--- config.mk ---
export PLATFORM = sky130hd
export DESIGN_NAME = sarsq_top
export DESIGN_NICKNAME = d
export VERILOG_FILES = /design/src/core/sarsq_top.v /design/src/core/sarsq_tick.v /design/src/core/sarsq_format.v
export VERILOG_INCLUDE_DIRS = /design/src /design/src/core
export SDC_FILE = /design/constraint.sdc
export NUM_CORES = 1
export LEC_CHECK = 0
export ABC_AREA = 1
export BUFFER_PORTS_ARGS = -buffer_cell sky130_fd_sc_hd__buf_4
export CAP_MARGIN = 20
export CELL_PAD_IN_SITES_DETAIL_PLACEMENT = 1
export CELL_PAD_IN_SITES_GLOBAL_PLACEMENT = 2
export CORE_MARGIN = 2
export CORE_UTILIZATION = 39
export CTS_CLUSTER_DIAMETER = 50
export CTS_CLUSTER_SIZE = 10
export DETAILED_ROUTE_END_ITERATION = 6
export PLACE_DENSITY_LB_ADDON = 0.1
export SETUP_SLACK_MARGIN = 0.02
export SLEW_MARGIN = 30
export SYNTH_ARGS = -nofsm -noshare
export SYNTH_HDL_FRONTEND = slang
export SYNTH_HIERARCHICAL = 1
export SYNTH_SLANG_ARGS = --single-unit
--- constraint.sdc ---
create_clock -name core_clk -period 3.7 [get_ports core_clk]
set_clock_uncertainty 0.05 [all_clocks]
set_input_delay 0.74 -clock core_clk [delete_from_list [all_inputs] [get_ports core_clk]]
set_output_delay 0.74 -clock core_clk [all_outputs]
set_load 0.03 [all_outputs]
--- src/core/sarsq_map.vh ---
// register map, field positions and encodings of the converter sequencer
`ifndef SARSQ_MAP_VH
`define SARSQ_MAP_VH
`define SARSQ_ADDR_CON1     4'h0
`define SARSQ_ADDR_CON2     4'h1
`define SARSQ_ADDR_CON3     4'h2
`define SARSQ_ADDR_CHSEL    4'h3
`define SARSQ_ADDR_PINCFG   4'h4
`define SARSQ_ADDR_SCANSEL  4'h5
`define SARSQ_ADDR_STATUS   4'h6
`define SARSQ_ADDR_BUFBASE  1'b1
`define SARSQ_CON1_MASK     16'hA3E7
`define SARSQ_CON2_MASK     16'hE43F
`define SARSQ_CON3_MASK     16'h9FFF
`define SARSQ_CHSEL_MASK    16'h1F1F
`define SARSQ_BIT_ON        15
`define SARSQ_BIT_IDLE      13
`define SARSQ_BIT_AUTO_SAMPLE_START      2
`define SARSQ_BIT_SAMPLE_BIT      1
`define SARSQ_BIT_DONE      0
`define SARSQ_BIT_SCAN      10
`define SARSQ_BIT_FILL_HALF_STATUS      7
`define SARSQ_BIT_BUFFER_SPLIT_MODE      1
`define SARSQ_BIT_ALTERNATE_INPUT      0
`define SARSQ_BIT_RC        15
`define SARSQ_TRIG_MANUAL   3'h0
`define SARSQ_TRIG_EXT      3'h1
`define SARSQ_TRIG_TMR3     3'h2
`define SARSQ_TRIG_TMR5     3'h4
`define SARSQ_TRIG_CHARGE   3'h6
`define SARSQ_TRIG_AUTO     3'h7
`define SARSQ_FMT_INT       2'h0
`define SARSQ_FMT_SINT      2'h1
`define SARSQ_FMT_FRAC      2'h2
`define SARSQ_FMT_SFRAC     2'h3
`define SARSQ_DIV_LIMIT     8'h3F
`define SARSQ_REF_EXTP      3'h1
`define SARSQ_REF_EXTN      3'h2
`define SARSQ_REF_BOTH      3'h3
`define SARSQ_CONV_TADS     5'h0C
`endif

--- src/core/sarsq_top.v ---
// successive-approximation converter sequencer: registers, triggers, mux, result buffer
`include "sarsq_map.vh"
module sarsq_top #(
	parameter CH_N = 16
) (
	input  wire            core_clk,
	input  wire            rst,
	input  wire            ce,
	input  wire [4:0]      reg_addr,
	input  wire [15:0]     reg_wdata,
	input  wire            reg_wr,
	input  wire            reg_rd,
	output reg  [15:0]     reg_rdata,
	input  wire            device_idle,
	input  wire            rc_tick,
	input  wire            timer3_event,
	input  wire            timer5_event,
	input  wire            charge_time_unit_event,
	input  wire            external_irq_zero,
	input  wire            conv_done,
	input  wire [9:0]      conv_code,
	output reg             converter_irq_flag,
	output reg             sample_enable,
	output reg             conv_start,
	output reg  [4:0]      positive_select,
	output reg             negative_alt,
	output reg  [2:0]      reference_select,
	output reg  [CH_N-1:0] pin_analog_config,
	output reg             conv_clk_tick
);
	localparam ST_OFF  = 2'h0;
	localparam ST_IDLE = 2'h1;
	localparam ST_SAMPLE_BIT = 2'h2;
	localparam ST_CONV = 2'h3;

	reg [15:0] con1_reg;
	reg [15:0] con2_reg;
	reg [15:0] con3_reg;
	reg [15:0] chsel_reg;
	reg [15:0] pincfg_reg;
	reg [15:0] scansel_reg;
	reg [1:0]  state_reg;
	reg [4:0]  sample_bit_cnt_reg;
	reg [3:0]  seq_cnt_reg;
	reg [3:0]  wptr_reg;
	reg        half_reg;
	reg        alt_b_reg;
	reg [3:0]  scan_ch_reg;
	reg        ext_s1_reg;
	reg        ext_s2_reg;
	reg        ext_s3_reg;
	reg        ev_s1_reg;
	reg        ev_s2_reg;
	reg        ev_s3_reg;
	reg [15:0] buffer_mem [0:15];
	wire       tick;
	wire [15:0] fmt_word;
	wire       running;
	wire       trig_hit;
	wire       sw_sample_bit_clear;
	wire       sw_sample_bit_set;
	wire [3:0] next_scan;
	wire [3:0] wr_index;
	wire [2:0] trig;
	integer    i;

	function [3:0] scan_next;
		input [3:0]  cur;
		input [15:0] mask;
		integer k;
		reg found;
		reg [3:0] idx;
		begin
			scan_next = cur;
			found = 1'b0;
			idx = cur;
			for (k = 1; k <= 16; k = k + 1)
			begin
				idx = cur + k[3:0];
				if (!found && mask[idx])
				begin
					scan_next = idx;
					found = 1'b1;
				end
			end
		end
	endfunction

	function [15:0] reg_mask;
		input [4:0] addr;
		begin
			case (addr[3:0])
				`SARSQ_ADDR_CON1:  reg_mask = `SARSQ_CON1_MASK;
				`SARSQ_ADDR_CON2:  reg_mask = `SARSQ_CON2_MASK;
				`SARSQ_ADDR_CON3:  reg_mask = `SARSQ_CON3_MASK;
				`SARSQ_ADDR_CHSEL: reg_mask = `SARSQ_CHSEL_MASK;
				default:           reg_mask = 16'hFFFF;
			endcase
		end
	endfunction

	assign trig = con1_reg[7:5];
	assign running = con1_reg[`SARSQ_BIT_ON] && !(con1_reg[`SARSQ_BIT_IDLE] && device_idle);
	assign next_scan = scan_next(scan_ch_reg, scansel_reg);
	assign wr_index = (con2_reg[`SARSQ_BIT_BUFFER_SPLIT_MODE] ? {half_reg, wptr_reg[2:0]} : wptr_reg);
	assign sw_sample_bit_clear = reg_wr && reg_addr == {1'b0, `SARSQ_ADDR_CON1} && !reg_wdata[`SARSQ_BIT_SAMPLE_BIT];
	assign sw_sample_bit_set = reg_wr && reg_addr == {1'b0, `SARSQ_ADDR_CON1} && reg_wdata[`SARSQ_BIT_SAMPLE_BIT];
	assign trig_hit =
		(trig == `SARSQ_TRIG_AUTO && tick && sample_bit_cnt_reg >= con3_reg[12:8]) ||
		(trig == `SARSQ_TRIG_CHARGE && ev_s2_reg && !ev_s3_reg) ||
		(trig == `SARSQ_TRIG_TMR3 && timer3_event) ||
		(trig == `SARSQ_TRIG_TMR5 && timer5_event) ||
		(trig == `SARSQ_TRIG_EXT && ext_s2_reg && !ext_s3_reg) ||
		(trig == `SARSQ_TRIG_MANUAL && sw_sample_bit_clear);

	sarsq_tick #(
		.DIV_W (8)
	) u_tick (
		.core_clk  (core_clk),
		.rst       (rst),
		.ce        (ce),
		.run       (running),
		.rc_select (con3_reg[`SARSQ_BIT_RC]),
		.rc_tick   (rc_tick),
		.divider   (con3_reg[7:0]),
		.tick      (tick)
	);

	sarsq_format u_format (
		.format (con1_reg[9:8]),
		.code   (conv_code),
		.word   (fmt_word)
	);

	always @(posedge core_clk)
	begin
		if (rst)
		begin
			con1_reg <= 16'h0000;
			con2_reg <= 16'h0000;
			con3_reg <= 16'h0000;
			chsel_reg <= 16'h0000;
			pincfg_reg <= 16'h0000;
			scansel_reg <= 16'h0000;
			state_reg <= ST_OFF;
			sample_bit_cnt_reg <= 5'h00;
			seq_cnt_reg <= 4'h0;
			wptr_reg <= 4'h0;
			half_reg <= 1'b0;
			alt_b_reg <= 1'b0;
			scan_ch_reg <= 4'h0;
			ext_s1_reg <= 1'b0;
			ext_s2_reg <= 1'b0;
			ext_s3_reg <= 1'b0;
			ev_s1_reg <= 1'b0;
			ev_s2_reg <= 1'b0;
			ev_s3_reg <= 1'b0;
			reg_rdata <= 16'h0000;
			converter_irq_flag <= 1'b0;
			sample_enable <= 1'b0;
			conv_start <= 1'b0;
			positive_select <= 5'h00;
			negative_alt <= 1'b0;
			reference_select <= 3'h0;
			pin_analog_config <= {CH_N{1'b0}};
			conv_clk_tick <= 1'b0;
			for (i = 0; i < 16; i = i + 1)
				buffer_mem[i] <= 16'h0000;
		end
		else if (ce)
		begin
			ext_s1_reg <= external_irq_zero;
			ext_s2_reg <= ext_s1_reg;
			ext_s3_reg <= ext_s2_reg;
			ev_s1_reg <= charge_time_unit_event;
			ev_s2_reg <= ev_s1_reg;
			ev_s3_reg <= ev_s2_reg;
			conv_start <= 1'b0;
			converter_irq_flag <= 1'b0;
			conv_clk_tick <= tick;
			reg_rdata <= 16'h0000;
			if (reg_rd)
			begin
				if (reg_addr[4] == `SARSQ_ADDR_BUFBASE)
					reg_rdata <= buffer_mem[reg_addr[3:0]];
				else
				begin
					case (reg_addr[3:0])
						`SARSQ_ADDR_CON1:    reg_rdata <= con1_reg;
						`SARSQ_ADDR_CON2:    reg_rdata <= con2_reg;
						`SARSQ_ADDR_CON3:    reg_rdata <= con3_reg;
						`SARSQ_ADDR_CHSEL:   reg_rdata <= chsel_reg;
						`SARSQ_ADDR_PINCFG:  reg_rdata <= pincfg_reg;
						`SARSQ_ADDR_SCANSEL: reg_rdata <= scansel_reg;
						`SARSQ_ADDR_STATUS:  reg_rdata <= {12'h000, scan_ch_reg};
						default:             reg_rdata <= 16'h0000;
					endcase
				end
			end
			if (reg_wr && !reg_addr[4])
			begin
				case (reg_addr[3:0])
					`SARSQ_ADDR_CON1:
						con1_reg <= (reg_wdata & `SARSQ_CON1_MASK & 16'hFFFE) |
							(con1_reg & 16'h0001);
					`SARSQ_ADDR_CON2:
						con2_reg <= (reg_wdata & reg_mask(reg_addr) & 16'hFF7F) |
							(con2_reg & 16'h0080);
					`SARSQ_ADDR_CON3:    con3_reg <= reg_wdata & reg_mask(reg_addr);
					`SARSQ_ADDR_CHSEL:   chsel_reg <= reg_wdata & reg_mask(reg_addr);
					`SARSQ_ADDR_PINCFG:  pincfg_reg <= reg_wdata;
					`SARSQ_ADDR_SCANSEL: scansel_reg <= reg_wdata;
					default:             ;
				endcase
			end
			pin_analog_config <= pincfg_reg[CH_N-1:0];
			case (con2_reg[15:13])
				`SARSQ_REF_EXTP: reference_select <= `SARSQ_REF_EXTP;
				`SARSQ_REF_EXTN: reference_select <= `SARSQ_REF_EXTN;
				`SARSQ_REF_BOTH: reference_select <= `SARSQ_REF_BOTH;
				default:         reference_select <= 3'h0;
			endcase
			if (alt_b_reg && con2_reg[`SARSQ_BIT_ALTERNATE_INPUT])
			begin
				positive_select <= chsel_reg[12:8];
				negative_alt <= 1'b1;
			end
			else
			begin
				positive_select <= con2_reg[`SARSQ_BIT_SCAN] ? {1'b0, scan_ch_reg} : chsel_reg[4:0];
				negative_alt <= 1'b0;
			end
			if (!con1_reg[`SARSQ_BIT_ON])
			begin
				state_reg <= ST_OFF;
				sample_enable <= 1'b0;
				con1_reg[`SARSQ_BIT_SAMPLE_BIT] <= sw_sample_bit_set && reg_wdata[`SARSQ_BIT_ON];
				seq_cnt_reg <= 4'h0;
				wptr_reg <= 4'h0;
				half_reg <= 1'b0;
				alt_b_reg <= 1'b0;
				con2_reg[`SARSQ_BIT_FILL_HALF_STATUS] <= 1'b0;
				for (i = 0; i < 16; i = i + 1)
					buffer_mem[i] <= 16'h0000;
			end
			else if (!running)
			begin
				state_reg <= ST_IDLE;
				sample_enable <= 1'b0;
				con1_reg[`SARSQ_BIT_SAMPLE_BIT] <= 1'b0;
			end
			else
			begin
				case (state_reg)
					ST_OFF:
						state_reg <= ST_IDLE;
					ST_IDLE:
						if (con1_reg[`SARSQ_BIT_AUTO_SAMPLE_START] || con1_reg[`SARSQ_BIT_SAMPLE_BIT] || sw_sample_bit_set)
						begin
							state_reg <= ST_SAMPLE_BIT;
							sample_enable <= 1'b1;
							sample_bit_cnt_reg <= 5'h00;
							con1_reg[`SARSQ_BIT_SAMPLE_BIT] <= 1'b1;
							con1_reg[`SARSQ_BIT_DONE] <= 1'b0;
						end
					ST_SAMPLE_BIT:
					begin
						if (tick && sample_bit_cnt_reg != 5'h1F)
							sample_bit_cnt_reg <= sample_bit_cnt_reg + 5'h01;
						if (trig_hit)
						begin
							state_reg <= ST_CONV;
							sample_enable <= 1'b0;
							conv_start <= 1'b1;
							con1_reg[`SARSQ_BIT_SAMPLE_BIT] <= 1'b0;
						end
					end
					ST_CONV:
						if (conv_done)
						begin
							buffer_mem[wr_index] <= fmt_word;
							con1_reg[`SARSQ_BIT_DONE] <= 1'b1;
							alt_b_reg <= ~alt_b_reg;
							if (con2_reg[`SARSQ_BIT_SCAN] && !(alt_b_reg && con2_reg[`SARSQ_BIT_ALTERNATE_INPUT]))
								scan_ch_reg <= next_scan;
							if (seq_cnt_reg >= con2_reg[5:2])
							begin
								seq_cnt_reg <= 4'h0;
								converter_irq_flag <= 1'b1;
								wptr_reg <= 4'h0;
								alt_b_reg <= 1'b0;
								if (con2_reg[`SARSQ_BIT_BUFFER_SPLIT_MODE])
								begin
									half_reg <= ~half_reg;
									con2_reg[`SARSQ_BIT_FILL_HALF_STATUS] <= ~half_reg;
								end
							end
							else
							begin
								seq_cnt_reg <= seq_cnt_reg + 4'h1;
								wptr_reg <= wptr_reg + 4'h1;
							end
							if (con1_reg[`SARSQ_BIT_AUTO_SAMPLE_START])
							begin
								state_reg <= ST_SAMPLE_BIT;
								sample_enable <= 1'b1;
								sample_bit_cnt_reg <= 5'h00;
								con1_reg[`SARSQ_BIT_SAMPLE_BIT] <= 1'b1;
							end
							else
								state_reg <= ST_IDLE;
						end
					default:
						state_reg <= ST_OFF;
				endcase
			end
		end
	end
endmodule

--- src/core/sarsq_tick.v ---
// conversion clock tick generator: period of (divider + 1) core cycles, divider capped at 3F; rc_select passes rc_tick through
`include "sarsq_map.vh"
module sarsq_tick #(
	parameter DIV_W = 8
) (
	input  wire             core_clk,
	input  wire             rst,
	input  wire             ce,
	input  wire             run,
	input  wire             rc_select,
	input  wire             rc_tick,
	input  wire [DIV_W-1:0] divider,
	output reg              tick
);
	reg [DIV_W-1:0] count_reg;
	wire [DIV_W-1:0] lim;
	assign lim = (divider > `SARSQ_DIV_LIMIT) ? `SARSQ_DIV_LIMIT : divider;
	always @(posedge core_clk)
	begin
		if (rst)
		begin
			count_reg <= {DIV_W{1'b0}};
			tick <= 1'b0;
		end
		else if (ce)
		begin
			tick <= 1'b0;
			if (!run)
				count_reg <= {DIV_W{1'b0}};
			else if (rc_select)
				tick <= rc_tick;
			else if (count_reg >= lim)
			begin
				count_reg <= {DIV_W{1'b0}};
				tick <= 1'b1;
			end
			else
				count_reg <= count_reg + {{(DIV_W-1){1'b0}}, 1'b1};
		end
	end
endmodule

--- src/core/sarsq_format.v ---
// result formatter: presents a 10-bit code in one of four layouts
`include "sarsq_map.vh"
module sarsq_format (
	input  wire [1:0]  format,
	input  wire [9:0]  code,
	output reg  [15:0] word
);
	always @*
	begin
		case (format)
			`SARSQ_FMT_SFRAC: word = {~code[9], code[8:0], 6'h00};
			`SARSQ_FMT_FRAC:  word = {code, 6'h00};
			`SARSQ_FMT_SINT:  word = {{7{~code[9]}}, code[8:0]};
			default:          word = {6'h00, code};
		endcase
	end
endmodule

Yosys cells after proc, flatten, opt, wreduce, memory -nomap -nowiden:

Memories as Yosys holds them, arrays and structs flattened.
Cells that the tools add are included.

* eq/ne operators: 36
* add/sub/neg operators: 19
* reductions and logical operators: 82
* muxes and demuxes: 191
* $lt $le $gt $ge: 20
* bitwise logic cells: 25

Operator list (number)
* 16-bit two-way mux: 31
* 16-bit case mux with 7 select lines: 1
* 4-bit two-way mux: 27
* 1-bit two-way mux: 87
* 4-bit by 5-bit < comparator with 1-bit output (second input constant): 16
* 1-bit binary-select mux with 4-bit select: 16
* 16-bit AND: 3
* 8-bit two-way mux: 6
* 16-bit case mux with 3 select lines: 1
* 1-bit logical AND: 34
* 4-bit adder (second input constant): 8
* 5-bit two-way mux: 6
* 1-bit logical NOT: 21
* 2-bit two-way mux: 10
* 3-bit AND reduction: 6
* 4-bit by 3-bit adder with 4-bit output (second input constant): 4
* 4-bit inequality test (second input constant): 4
* 1-bit bitwise OR: 16
* 16-bit by 1-bit bitwise OR with 16-bit output: 1
* 16-bit by 8-bit bitwise OR with 16-bit output: 1
* 8-bit AND reduction: 2
* 16-bit OR reduction: 1
* 5-bit case mux with 3 select lines: 1
* 15-bit nonzero test: 1
* 33 further kinds: 69

* bits in writable memories: 256
* register bits after elaboration: 177
* output and inout port bits: 45
* memories: 1
* word-level logic and storage cells: 406

Memories
* buffer_mem: depth 16, width 16, rd ports 1, clocked after memory_dff 0, wr ports 16, line sarsq_top.v:55 `reg [15:0] buffer_mem [0:15];`

Depth between registers and ports, before layout:

* depth in word-level cells: 50
* gate-level depth with buffers: 31

Cells and area by module:

The synthesis kept the hierarchy.

By module, submodules not included
* sarsq_top: seq. area each 10650.2 µm², cells each 2078, times used 1, area an instance 18569.1 µm²
* sarsq_tick: seq. area each 180.2 µm², cells each 112, times used 1, area an instance 718.2 µm²
* sarsq_format: seq. area each 0.0 µm², cells each 38, times used 1, area an instance 168.9 µm²

Least setup slack after synthesis:

OpenSTA, ideal clock, no wires.

* path kind: register to register
* from: register scan_ch_reg[1]
* to: register scan_ch_reg[2]
* period minus slack after synthesis: 3.098 ns
* slack: 0.602 ns
* buffers on the path: 2
* library setup time: 0.109 ns
* data arrival time: 2.939 ns
* stages on the path, launching flop included: 25
* path through: dfxtp_1 inv_1 buf_2 ha_1 buf_2 nand3_1 nand3_1 nand3_1 nand2_2 nand2_1 nor2_4 nand3_2 nor2_2 nand2_2 nor2_4 nand4_4 nor2_4 nand2_2 inv_2 nand3_2 nand2_2 nor2_1 o21a_1 nand2_1 inv_1

* cells in the longest elaborated chain, start to end: 50
* elaborated cells between the ends (all ways): 110

Ends and longest elaborated chain
* from (decl): line sarsq_top.v:48 `reg [3:0] scan_ch_reg;`
* from (signal assigned): line sarsq_top.v:285 `scan_ch_reg <= next_scan;`
* 4-bit by 1-bit adder with 4-bit output: line sarsq_top.v:79 `idx = cur + k[3:0];`
* 1-bit binary-select mux with 4-bit select: line sarsq_top.v:80 `if (!found && mask[idx])`
* 1-bit two-way mux (not written as such): line sarsq_top.v:80
* 1-bit two-way mux: line sarsq_top.v:80
* 1-bit logical NOT: line sarsq_top.v:80
* 1-bit logical AND: line sarsq_top.v:80
* 1-bit two-way mux: line sarsq_top.v:80
* 1-bit logical NOT: line sarsq_top.v:80
* [... 34 more ...]
* 1-bit two-way mux: line sarsq_top.v:80
* 1-bit logical NOT: line sarsq_top.v:80
* 1-bit logical AND: line sarsq_top.v:80
* 1-bit two-way mux: line sarsq_top.v:80
* 1-bit logical NOT: line sarsq_top.v:80
* 1-bit logical AND: line sarsq_top.v:80
* 1-bit NOT (no line)
* 8-bit AND reduction (no line)

Several ways; a longest one is shown, not always the timed one. The select of a mux whose other input is x is not followed.
A chain may end at the register's enable or synchronous reset.

Worst setup path after layout:

* from: register scan_ch_reg[2]
* to: register scan_ch_reg[2]

Same word-level chain as after synthesis.

==> run metrics <==
Post-CTS Setup Repair Bufs 0; sw frac 25.1%; Final Instance Area 0.0227 mm^2; status finished clean; Yosys warnings 6; initial antenna violation count 0; die area roughly 0.052 mm^2; cells along the critical path inv_2 > ha_1 > inv_1 > nand3_1 > nand2_1 > nand2_1 > a21boi_1 > inv_1 > nor2_2 > nand2_2 > nor2_4 > nand4_4 > nor2_4 > nand3_1 > o21ai_1 > inv_1 > nand2_1 > nand3_1 > nand2_1 > inv_1; period utilization 94.1%; P&R area growth vs syn 16.9%; ANT cells 0; placer congestion estimate roughly 0.90; total grt overflow 0; synthesized area 0.0195 mm^2; Tmin final 3.48 ns; TritonCTS buffer count 55; Avg Synthesized Cell Area between 8 and 9 um^2; CTS tree built; HP Class input port to flop; layout cells sized above 1 between 10% and 20%; fmax between 0.2 and 0.3 GHz; first-pass GRT wire length ~110000 um; post-layout util between 40% and 50%; Core Footprint 0.0491 mm^2; Min Hold Slack 0.303 ns; CTS Buffer Depth 3; Clk Latency, worst-skew pair 0.61 ns; Seq/Total Area, Yosys 55.7%; Die Wd 227 um; crit path capture type flop; WP data arrival 3.93 ns; root buf cell clkbuf_16; pin count of the biggest net entering global routing 109; GRT Util Overall 27.2%; cells after synthesis between 2000 and 2500; power per standard cell area 472 mW/mm^2; RSZ-0062 raised after global routing yes; slew margin rel. slightly below 40%; Worst Tran Pin Value 0.898 ns; Final HPWL DP slightly below 50000 um; via count 16800; Cell variety after synth 49; drt via density 5.53; die height 227 um; sequential share of power 47.5%; final max-slew violation count 0; hold buffers post-CTS 0; Combinational Power Share 7.3%; total power between 10 and 15 mW; Cell Rows 81; Worst-path clk slew approximately 0.050 ns; WL final 69600 um; num ports 88; nets ~2400; slowest stage delay, CP 0.47 ns; WP data required roughly 4.2 ns; # setup viols final 0; leakage 9.08 nW; DP Area 0.0211 mm^2; CP Max Fanout 7; setup TNS 0 ns; Int Power 8.04 mW; DR iter-0 viols 1263; reg2reg path depth 20; H-tree Lvls 2; crit path kind flop to flop; Worst path slowest cell dfxtp_1; Final Hold Fails 0; antenna viol nets, final 0; CTS sink count 413; max reg flops ~260; Routed WL per cell 22.9 um; Starting Density between 30% and 40%; max cap viols 0; Yosys reg bits slightly above 400; Worst IR Drop VDD 0.538 mV; vias in the first global route 17000; DRC violations left 0; drt pass-1 iters 5; Critical Path Start Type flop; PortBufs 86; Hold Crit Depth 3; Fill cells 5746; Reg with most FFs buffer_mem; Net Sw Power ~2.7 mW; Clk pwr share ~45%
cell families after synthesis:
logic type / count (synthesis) / share of synthesized area [%]
DFF: 413 / 55.7
other: 2 / 0.0386
and+or+nand+nor: 942 / 19.9
buffers and inverters: 317 / 6.39
adders and majority gates: 33 / 2.12
AOI/OAI and AO/OA: 507 / 15.2
xor gates and xnor gates: 14 / 0.669
stage by stage:
stage,std cells,setup WS (ns)
after global placement,2944,0.186
after detailed placement,2944,0.221
after floorplan,2229,0.602
after global routing,3037,-0.00399
final,3037,0.218
after CTS,3037,0.162
routing by layer:
| layer | share of wire [%] | global-route usage, % | vias to the layer above |
|---|---|---|---|
| li1 | - | - | 7882 |
| met1 | 43 | 35.9 | 8352 |
| met3 | 4.9 | 3.15 | 120 |
| met5 | 0 | 0 | - |
| met2 | 48 | 46.3 | 453 |
| met4 | 3.3 | 9.55 | 0 |
layout make-up:
class / count / area [um^2] / area share (%)
inverters: 198 / 747 / 3.28
clock inverters: 20 / 163 / 0.715
multi-input cells: 1499 / 7390 / 32.5
repair buffers: 170 / 1320 / 5.79
flip-flops and latches: 413 / 10800 / 47.6
well taps: 664 / 831 / 3.65
clock buffers: 73 / 1460 / 6.44
cells in the mapped netlist, drive strengths merged:
master / count / area, um^2
a221oi: 8 / 70.1
a21o: 1 / 7.51
nand3: 122 / 636
or2: 3 / 18.8
o211ai: 14 / 105
o21a: 5 / 37.5
a211oi: 3 / 22.5
a21oi: 107 / 558
o31ai: 6 / 45.0
nor4: 2 / 12.5
a32oi: 2 / 17.5
a21boi: 1 / 7.51
nor3: 14 / 70.1
dfxtp: 157 / 3140
o22ai: 140 / 876
clkbuf: 96 / 362
o221ai: 1 / 8.76
or4: 1 / 7.51
conb: 2 / 7.51
nor2: 482 / 1850
clkinv: 4 / 15.0
edfxtp: 256 / 7690
xor2: 14 / 130
o2111ai: 9 / 78.8
nand2: 300 / 1150
buf: 23 / 138
ha: 33 / 413
o21bai: 1 / 7.51
a31oi: 14 / 87.6
a311o: 1 / 10.0
o21ai: 180 / 901
nand4: 18 / 128
o41ai: 2 / 17.5
o311ai: 12 / 105
inv: 194 / 728
worst paths after layout:
path | startpoint | end | slack (ns)
setup / recovery | scan_ch_reg[2] | scan_ch_reg[2] | 0.22
hold / removal | charge_time_unit_event | ev_s1_reg | 0.30
setup reg to reg | scan_ch_reg[2] | scan_ch_reg[2] | 0.22
hold reg to reg | chsel_reg[2] | chsel_reg[2] | 0.42
cells in the final DEF, fill, tap and decap left out, types with 7 or more instances in the layout:
| cell | n |
|---|---|
| nor2_1 | 472 |
| nand2_1 | 291 |
| edfxtp_1 | 256 |
| inv_1 | 184 |
| o21ai_0 | 176 |
| buf_4 | 166 |
| dfxtp_1 | 157 |
| o22ai_1 | 140 |
| nand3_1 | 117 |
| a21oi_1 | 105 |
| clkbuf_16 | 55 |
| ha_1 | 33 |
| nand4_1 | 17 |
| clkbuf_1 | 16 |
| nor3_1 | 14 |
| a31oi_1 | 14 |
| o211ai_1 | 14 |
| xor2_1 | 13 |
| o311ai_0 | 12 |
| inv_2 | 11 |
| o2111ai_1 | 9 |
| nand2_2 | 8 |
| a221oi_1 | 8 |
| nor2_2 | 7 |
worst max-delay path, delay by kind of cell (launching register included):
| family | cells | cell delay [ns] |
|---|---|---|
| adder cells (fa/ha/maj) | 1 | 0.44 |
| AND/OR/NAND/NOR | 12 | 1.29 |
| AO/OA/AOI/OAI | 2 | 0.57 |
| flip-flops | 1 | 0.47 |
| buffers and inverters | 5 | 0.55 |
power groups by stage:
| stage | Combinational (mW) | Sequential [mW] | Clock [mW] |
|---|---|---|---|
| floorplan | 0.384 | 5.20 | 0 |
| global placement | 0.771 | 5.18 | 0 |
| detailed placement | 0.781 | 5.19 | 0 |
| CTS | 0.786 | 5.10 | 4.94 |
| global route | 0.844 | 5.11 | 5.09 |
| finish | 0.782 | 5.09 | 4.85 |
timing repair:
item / in CTS / in global routing
setup endpoints to repair: 0 / 4
endpoints found under the hold margin: 0 / 0
gates resized for setup: 0 / 2
No activity file was read; power rests on OpenSTA's default activity.
